<file path="src/rtl/bce_map.vh">
`ifndef BCE_MAP_VH
`define BCE_MAP_VH

// ****************************************
// register offsets
// ****************************************
`define BCE_ADDR_GLOB_CFG 16'h1000
`define BCE_ADDR_CH_EN 16'h1002
`define BCE_ADDR_OC_CAUSE 16'h10f0
`define BCE_ADDR_UV_CAUSE 16'h10f1
`define BCE_ADDR_TMR_CAUSE 16'h10f2
`define BCE_ADDR_STATUS 16'h10f3

// ****************************************
// field positions
// ****************************************
`define BCE_GLOB_EN_BIT 0
`define BCE_CHUV_STOP_BIT 2
`define BCE_GLOBUV_STOP_BIT 3
`define BCE_CAUSE_OC_BIT 0
`define BCE_CAUSE_UV_BIT 1
`define BCE_CAUSE_TMR_BIT 2

// ****************************************
// reset values and widths
// ****************************************
`define BCE_CH_EN_RST 16'h0000
`define BCE_GLOB_CFG_RST 16'h0000
`define BCE_GLOB_EN_RST 1'b0
`define BCE_RD_IDLE 16'h0000
`define BCE_NUM_CH 16

`endif

</file>
<file path="src/rtl/bce_chan.v">
`include "bce_map.vh"

// ****************************************
// one channel enable bit with sticky cause flags
// ****************************************
module bce_chan (
    // clock, reset, enable
    input wire clk_in,
    input wire rst_in,
    input wire ce_in,
    // software write to the enable bit
    input wire wr_in,
    input wire wr_val_in,
    // hardware clear requests, already qualified
    input wire oc_in,
    input wire uv_in,
    input wire tmr_in,
    // write-one-to-clear strobes for the cause flags
    input wire [2:0] cause_clr_in,
    // state
    output reg en_out,
    output reg [2:0] cause_out
);

    wire hw_clr;
    wire [2:0] cause_set;

    assign hw_clr = oc_in | uv_in | tmr_in;
    assign cause_set = {tmr_in, uv_in, oc_in};

    // hardware clear beats a software write in the same cycle
    always @(posedge clk_in) begin
        if (rst_in) begin
            en_out <= 1'b0;
        end else if (ce_in) begin
            if (hw_clr) begin
                en_out <= 1'b0;
            end else if (wr_in) begin
                en_out <= wr_val_in;
            end
        end
    end

    // a new cause wins over a clear arriving together with it
    always @(posedge clk_in) begin
        if (rst_in) begin
            cause_out <= 3'b000;
        end else if (ce_in) begin
            cause_out <= (cause_out & ~cause_clr_in) | cause_set;
        end
    end

endmodule

</file>
<file path="src/rtl/bce_sync2.v">
// ****************************************
// two-stage level synchroniser
// ****************************************
module bce_sync2 #(
    parameter W = 16
) (
    // clock, reset, enable
    input wire clk_in,
    input wire rst_in,
    input wire ce_in,
    // asynchronous levels in, synchronised levels out
    input wire [W-1:0] d_in,
    output reg [W-1:0] q_out
);

    reg [W-1:0] meta;

    // first stage feeds only the second stage
    always @(posedge clk_in) begin
        if (rst_in) begin
            meta <= {W{1'b0}};
            q_out <= {W{1'b0}};
        end else if (ce_in) begin
            meta <= d_in;
            q_out <= meta;
        end
    end

endmodule

</file>
<file path="src/rtl/bce_top.v">
`include "bce_map.vh"

// ****************************************
// Summary of operation
// - a 16-bit register at address 1002h holds one enable bit per channel, bit n for channel n.
// - software reads and writes every channel enable bit, and each resets to zero.
// - a channel whose enable bit is one is treated as balancing enabled.
// - a channel whose enable bit is zero has balancing off and its timer held stopped.
// - an over-current on a channel clears that channel's enable bit.
// - an under-voltage on a channel clears its enable bit only when that stop is enabled.
// - expiry of a channel's own timer clears that channel's enable bit.
// - global enable gates all balancing and timers; timeout or enabled global uv clears it.
// - the per-channel under-voltage stop acts only while its global configuration bit is one.
// ****************************************
module bce_top (
    // clock, reset, enable
    input wire clk_in,
    input wire rst_in,
    input wire ce_in,
    // register port
    input wire [15:0] addr_in,
    input wire [15:0] wr_data_in,
    input wire wr_in,
    input wire rd_in,
    output reg [15:0] rd_data_out,
    output reg rd_valid_out,
    // per-channel detectors, asynchronous comparator levels
    input wire [15:0] overcurrent_in,
    input wire [15:0] undervolt_in,
    // per-channel timer expiry, same clock
    input wire [15:0] timer_expired_in,
    // global events
    input wire global_timeout_in,
    input wire global_undervolt_in,
    // balancing controls
    output reg [15:0] balance_on_out,
    output reg [15:0] timer_run_out,
    output reg global_balance_enable_out
);

    // ****************************************
    // declarations
    // ****************************************
    wire [15:0] oc_sync;
    wire [15:0] uv_sync;
    wire [1:0] glob_sync;
    wire glob_timeout;
    wire glob_uv;
    wire [15:0] ch_en;
    wire [15:0] oc_cause;
    wire [15:0] uv_cause;
    wire [15:0] tmr_cause;
    wire [15:0] oc_clr;
    wire [15:0] uv_clr;
    wire [15:0] tmr_clr;
    wire [15:0] next_balance_on;
    wire sel_glob;
    wire sel_ch;
    wire sel_oc;
    wire sel_uv;
    wire sel_tmr;
    wire sel_stat;
    wire wr_glob;
    wire wr_ch;
    wire wr_oc;
    wire wr_uv;
    wire wr_tmr;
    wire glob_hw_clr;
    wire next_glob_en;
    reg global_balance_enable;
    reg channel_undervolt_stop_enable;
    reg global_undervolt_stop_enable;
    reg [15:0] next_rd_data;

    // ****************************************
    // input synchronisation
    // ****************************************

    // comparators are not on this clock, so two stages before use
    bce_sync2 #(
        .W(16)
    ) u_sync_oc (
        .clk_in(clk_in),
        .rst_in(rst_in),
        .ce_in(ce_in),
        .d_in(overcurrent_in),
        .q_out(oc_sync)
    );

    bce_sync2 #(
        .W(16)
    ) u_sync_uv (
        .clk_in(clk_in),
        .rst_in(rst_in),
        .ce_in(ce_in),
        .d_in(undervolt_in),
        .q_out(uv_sync)
    );

    // global under-voltage also comes from a comparator
    bce_sync2 #(
        .W(2)
    ) u_sync_glob (
        .clk_in(clk_in),
        .rst_in(rst_in),
        .ce_in(ce_in),
        .d_in({global_undervolt_in, global_timeout_in}),
        .q_out(glob_sync)
    );

    assign glob_timeout = glob_sync[0];
    assign glob_uv = glob_sync[1];

    // ****************************************
    // address decode
    // ****************************************

    // full 16-bit compare, no aliasing
    assign sel_glob = (addr_in == `BCE_ADDR_GLOB_CFG);
    assign sel_ch = (addr_in == `BCE_ADDR_CH_EN);
    assign sel_oc = (addr_in == `BCE_ADDR_OC_CAUSE);
    assign sel_uv = (addr_in == `BCE_ADDR_UV_CAUSE);
    assign sel_tmr = (addr_in == `BCE_ADDR_TMR_CAUSE);
    assign sel_stat = (addr_in == `BCE_ADDR_STATUS);

    assign wr_glob = wr_in & sel_glob;
    assign wr_ch = wr_in & sel_ch;
    assign wr_oc = wr_in & sel_oc;
    assign wr_uv = wr_in & sel_uv;
    assign wr_tmr = wr_in & sel_tmr;

    // cause flags clear where a one is written
    assign oc_clr = wr_oc ? wr_data_in : 16'h0000;
    assign uv_clr = wr_uv ? wr_data_in : 16'h0000;
    assign tmr_clr = wr_tmr ? wr_data_in : 16'h0000;

    // ****************************************
    // global configuration
    // ****************************************

    // global bit falls on timeout or on an enabled global under-voltage
    assign glob_hw_clr = glob_timeout | (glob_uv & global_undervolt_stop_enable);

    // hardware clear wins over a write setting the bit
    assign next_glob_en = glob_hw_clr ? 1'b0 :
        (wr_glob ? wr_data_in[`BCE_GLOB_EN_BIT] : global_balance_enable);

    always @(posedge clk_in) begin
        if (rst_in) begin
            global_balance_enable <= `BCE_GLOB_EN_RST;
            channel_undervolt_stop_enable <= 1'b0;
            global_undervolt_stop_enable <= 1'b0;
        end else if (ce_in) begin
            global_balance_enable <= next_glob_en;
            if (wr_glob) begin
                channel_undervolt_stop_enable <= wr_data_in[`BCE_CHUV_STOP_BIT];
                global_undervolt_stop_enable <= wr_data_in[`BCE_GLOBUV_STOP_BIT];
            end
        end
    end

    // ****************************************
    // channel enable bits
    // ****************************************

    // one cell per channel; clears are qualified here, priority lives in the cell
    genvar gi;
    generate
        for (gi = 0; gi < `BCE_NUM_CH; gi = gi + 1) begin : g_ch
            bce_chan u_chan (
                .clk_in(clk_in),
                .rst_in(rst_in),
                .ce_in(ce_in),
                .wr_in(wr_ch),
                .wr_val_in(wr_data_in[gi]),
                .oc_in(oc_sync[gi]),
                .uv_in(uv_sync[gi] & channel_undervolt_stop_enable),
                .tmr_in(timer_expired_in[gi]),
                .cause_clr_in({tmr_clr[gi], uv_clr[gi], oc_clr[gi]}),
                .en_out(ch_en[gi]),
                .cause_out({tmr_cause[gi], uv_cause[gi], oc_cause[gi]})
            );
        end
    endgenerate

    // ****************************************
    // balancing outputs
    // ****************************************

    // a channel balances only with its own bit and the global bit both set
    assign next_balance_on = ch_en & {16{global_balance_enable}};

    // outputs lag the enable state by one registered cycle
    always @(posedge clk_in) begin
        if (rst_in) begin
            balance_on_out <= 16'h0000;
            timer_run_out <= 16'h0000;
            global_balance_enable_out <= 1'b0;
        end else if (ce_in) begin
            balance_on_out <= next_balance_on;
            timer_run_out <= next_balance_on;
            global_balance_enable_out <= global_balance_enable;
        end
    end

    // ****************************************
    // read path
    // ****************************************

    // unmapped addresses and reserved bits read as zero
    always @* begin
        next_rd_data = `BCE_RD_IDLE;
        if (rd_in) begin
            if (sel_glob) begin
                next_rd_data[`BCE_GLOB_EN_BIT] = global_balance_enable;
                next_rd_data[`BCE_CHUV_STOP_BIT] = channel_undervolt_stop_enable;
                next_rd_data[`BCE_GLOBUV_STOP_BIT] = global_undervolt_stop_enable;
            end else if (sel_ch) begin
                next_rd_data = ch_en;
            end else if (sel_oc) begin
                next_rd_data = oc_cause;
            end else if (sel_uv) begin
                next_rd_data = uv_cause;
            end else if (sel_tmr) begin
                next_rd_data = tmr_cause;
            end else if (sel_stat) begin
                next_rd_data = next_balance_on;
            end
        end
    end

    // data stands only in the cycle after the strobe
    always @(posedge clk_in) begin
        if (rst_in) begin
            rd_data_out <= `BCE_RD_IDLE;
            rd_valid_out <= 1'b0;
        end else if (ce_in) begin
            rd_data_out <= next_rd_data;
            rd_valid_out <= rd_in;
        end
    end

endmodule
</file>
<file path="config.mk">
export PLATFORM = sky130hd
export DESIGN_NAME = bce_top
export DESIGN_NICKNAME = d
export VERILOG_FILES = /design/src/rtl/bce_chan.v /design/src/rtl/bce_sync2.v /design/src/rtl/bce_top.v
export VERILOG_INCLUDE_DIRS = /design/src /design/src/rtl
export SDC_FILE = /design/constraint.sdc
export NUM_CORES = 1
export LEC_CHECK = 0
export ABC_AREA = 1
export BUFFER_PORTS_ARGS = -buffer_cell sky130_fd_sc_hd__buf_2
export CAP_MARGIN = 20
export CORE_MARGIN = 5
export CORE_UTILIZATION = 56
export DETAILED_ROUTE_END_ITERATION = 12
export GPL_ROUTABILITY_DRIVEN = 0
export HOLD_SLACK_MARGIN = 0.08
export PLACE_DENSITY = 0.87
export SYNTH_ARGS = -nofsm -noshare
export SYNTH_HDL_FRONTEND = slang
export SYNTH_SLANG_ARGS = --single-unit
</file>
<file path="constraint.sdc">
create_clock -name clk_in -period 1.7 [get_ports clk_in]
set_clock_uncertainty 0.05 [all_clocks]
set_input_delay 0.085 -clock clk_in [delete_from_list [all_inputs] [get_ports clk_in]]
set_output_delay 0.085 -clock clk_in [all_outputs]
set_load 0.01 [all_outputs]
</file>
==> results.py <==
metrics = {
    "outcome": {
        "outcome": "complete, no violations",
    },
    "global_route": {
        "grt_max_degree": 84,
        "antenna_found_initial": 0,
        "grt_use_total_pct": 28.14,
        "grt_pass1_wl_um": 36310,
        "grt_pass1_vias": 7356,
        "grt.overflow.total": 0,
    },
    "drt": {
        "drt-initial-drc-count": 762,
        "wl_per_cell_um": 16.30,
        "drt-vias-per-instance": 5.646,
        "ant_nets": 0,
        "drt_wl_total_um": 22540,
        "drtPass1Iterations": 6,
        "drc": 0,
        "vias": 7809,
    },
    "job": {
        "drv_cap": 0,
    },
    "min_path": {
        "min_from": "wr_data_in[11]",
        "worstHoldPathType": "input port to flop",
        "hold_depth": 4,
    },
    "timing": {
        "hold_viol": 0,
        "setup_viol": 0,
        "setup_tns_ns": 0,
        "slew_viol_final": 0,
        "tightest_slew_ns": 0.8427,
        "min_period_ns": 1.604,
        "setup_ws_ns": 0.09577,
        "slew_headroom_pct": 43.82,
        "rsz0062_at_grt": "false",
        "final.period_utilization_pct": 94.37,
        "fmax_ghz": 0.6234,
    },
    "worst_setup_path": {
        "reg2reg_slack_ns": 0.15,
        "crit_fanout": 9,
        "path_buf_inv": 3,
        "critPathTopFamily": "buffers and inverters",
        "r2r_cells": 4,
        "slowest_delay_ns": 0.60,
        "worstPathCellList": "buf_2 > or2_2 > nor4_4 > nand4_1 > buf_6 > o21ai_1 > a21oi_1 > dlygate4sd3_1",
        "critPathCaptureType": "flop",
        "cp.arrival_ns": 1.86,
        "cp.required_ns": 1.96,
        "worst_r2r_startpoint": "channel_undervolt_stop_enable",
        "cp_slowest_cell": "dlygate4sd3_1",
        "crit_type": "input port to flop",
        "worst-path-stages": 8,
        "critPathLaunch": "addr_in[11]",
        "critPathLaunchType": "input port",
    },
    "clock_tree": {
        "max-clock-path-buffers": 2,
        "cts.sinks": 169,
        "cts_tree": "built",
        "cts-buffers-inserted": 17,
        "htreeDepth": 4,
        "clockRootBuffer": "clkbuf_16",
        "clock_latency_ns": 0.43,
        "clk_pin_slew_ns": 0.06,
    },
    "logic_synthesis": {
        "synthTopCellsByArea": "dfxtp_1, o21ai_0, nand2_1",
        "yosys.area.top_type": "dfxtp_1",
        "ys_ff_latch": 169,
        "syn_area_per_cell_um2": 7.320,
        "ys_async_sr_fraction_pct": 0,
        "synth_ff_type": "dfxtp_1",
        "synth_edf_count": 0,
        "yosys_warnings": 0,
        "synth-seq-area-share_pct": 45.45,
        "synth_top_area_share_pct": 45.45,
        "synth_cell_type_count": 33,
        "netlist_instances": 1017,
        "syn-cell-area_um2": 7445,
        "synth_nets": 1104,
    },
    "place": {
        "placement.setup.worst_slack_ns": 0.06265,
        "port_buffers": 136,
        "dp_hpwl_um": 13740,
        "placed_cell_area_um2": 8213,
    },
    "power_and_ir_drop": {
        "combPwrFrac_pct": 10.0,
        "power_frac_seq_pct": 48.0,
        "power.share.switching_pct": 23.89,
        "internal_power_mw": 6.758,
        "switchingPower_mw": 2.122,
        "pwr-share-clk_pct": 42.0,
        "vdd_drop_max_uv": 554.7,
        "power.density_nw_per_um2": 929.6,
        "p_leak_nw": 4.082,
    },
    "final_layout": {
        "final_cell_area_um2": 9552,
        "areaGrowthSynthToFinish_pct": 28.30,
        "layout-drive-gt1-share_pct": 18.23,
        "num-nets-final": 1282,
        "num_antenna_cells": 0,
    },
    "floorplanning": {
        "initial_core_util_pct": 56.67,
        "num_rows": 42,
        "dieWidth_um": 125.3,
        "die_y_um": 125.3,
        "core_area_um2": 13140,
        "dieArea_um2": 15700,
        "io_pins": 137,
    },
}
==> tightest hold or removal path: cells and delay by family <==
kind                   cells  cell delay [ns]
AOI/OAI and AO/OA          1             0.06
buffers and inverters      1             0.10
and+or+nand+nor            2             0.28
==> area by class of cell <==
class / instances / area (um2)
Timing Repair Buffer: 244 / 1758
Sequential cell: 169 / 3383
Clock buffer: 23 / 467.9
Clock inverter: 8 / 96.34
Tap cell: 176 / 220.2
Multi-Input combinational cell: 705 / 3406
Fill cell: 976 / 3586
Inverter: 58 / 220.2
==> path summary, 6_finish.rpt <==
check | endpoint
max reg2reg | g_ch[1].u_chan.en_out
min | g_ch[11].u_chan.en_out
max | g_ch[9].u_chan.cause_out[2]
min reg2reg | rd_data_out[8]
==> logic make-up after synthesis <==
| family | synth area share, % |
|---|---|
| AO/OA/AOI/OAI | 20.67 |
| AND/OR/NAND/NOR | 25.08 |
| flip-flops | 45.45 |
| buffers and inverters | 8.807 |
==> Yosys cell counts, drive strengths merged, types with 7 or more instances <==
master / count
nand2: 170
dfxtp: 169
nor2: 167
o21ai: 155
a21oi: 110
inv: 58
clkbuf: 46
buf: 39
nand3: 27
or3b: 16
a211o: 15
nand3b: 13
o22ai: 13
nand4: 7
==> flip-flops by register name, summed over array words and instances, names as in the netlist <==
name and count:
g_ch.u_chan.en_out 16, u_sync_oc.q_out 16, u_sync_uv.meta 16, channel_undervolt_stop_enable 1, rd_valid_out 1, timer_run_out 16
u_sync_glob.meta 2, u_sync_glob.q_out 2, global_balance_enable_out 1, g_ch.u_chan.cause_out 48, global_undervolt_stop_enable 1, global_balance_enable 1
u_sync_uv.q_out 16, u_sync_oc.meta 16, rd_data_out 16
==> stage by stage <==
step                hold slack [ns]  std cells  total power [mW]  utilization [%]
floorplan                    0.1699       1017             4.752                -
global placement             0.2573       1274             5.022            62.51
detailed placement           0.2592       1274             5.044            62.51
CTS                         0.08539       1382             8.847            72.68
global route                0.09699       1383             9.180            72.70
finish                       0.1029       1383             8.879            72.70
==> power by group through the flow <==
stage / logic (mW) / clock network (mW) / registers [mW]
CTS: 0.861 / 3.74 / 4.25
finish: 0.886 / 3.73 / 4.26
global placement: 0.694 / 0 / 4.33
floorplan: 0.449 / 0 / 4.30
detailed placement: 0.711 / 0 / 4.33
global route: 0.980 / 3.92 / 4.28
==> cell usage in the layout (no fill, tap or decap), types with 4 or more instances in the layout <==
| cell | instances |
|---|---|
| a21oi_1 | 110 |
| a211o_1 | 15 |
| nand4_1 | 7 |
| clkbuf_1 | 4 |
| nand3_1 | 24 |
| o22ai_1 | 13 |
| clkinv_2 | 4 |
| nand2_1 | 168 |
| clkbuf_16 | 17 |
| o21ai_0 | 151 |
| buf_12 | 6 |
| nor2_1 | 160 |
| inv_1 | 53 |
| inv_2 | 4 |
| or2_2 | 4 |
| o21ai_1 | 4 |
| dfxtp_1 | 169 |
| nor2_4 | 6 |
| or3b_1 | 16 |
| buf_4 | 27 |
| nand3b_1 | 13 |
| buf_2 | 135 |
| dlygate4sd3_1 | 74 |
==> layer usage <==
metal	part of all wire, %	track usage, %	vias to the layer above
met5	0	0	-
met4	4.8	13.84	0
met3	11	7.377	96
li1	-	-	3723
met1	39	36.14	3479
met2	45	44.10	511
==> what timing repair did <==
item	CTS	global route
setup endpoints to repair	0	8
hold endpoints to repair	88	0
hold buffers	77	0
setup buffers	0	4
gates resized for setup	0	5
Note: power is estimated with default switching activity, not from simulation.
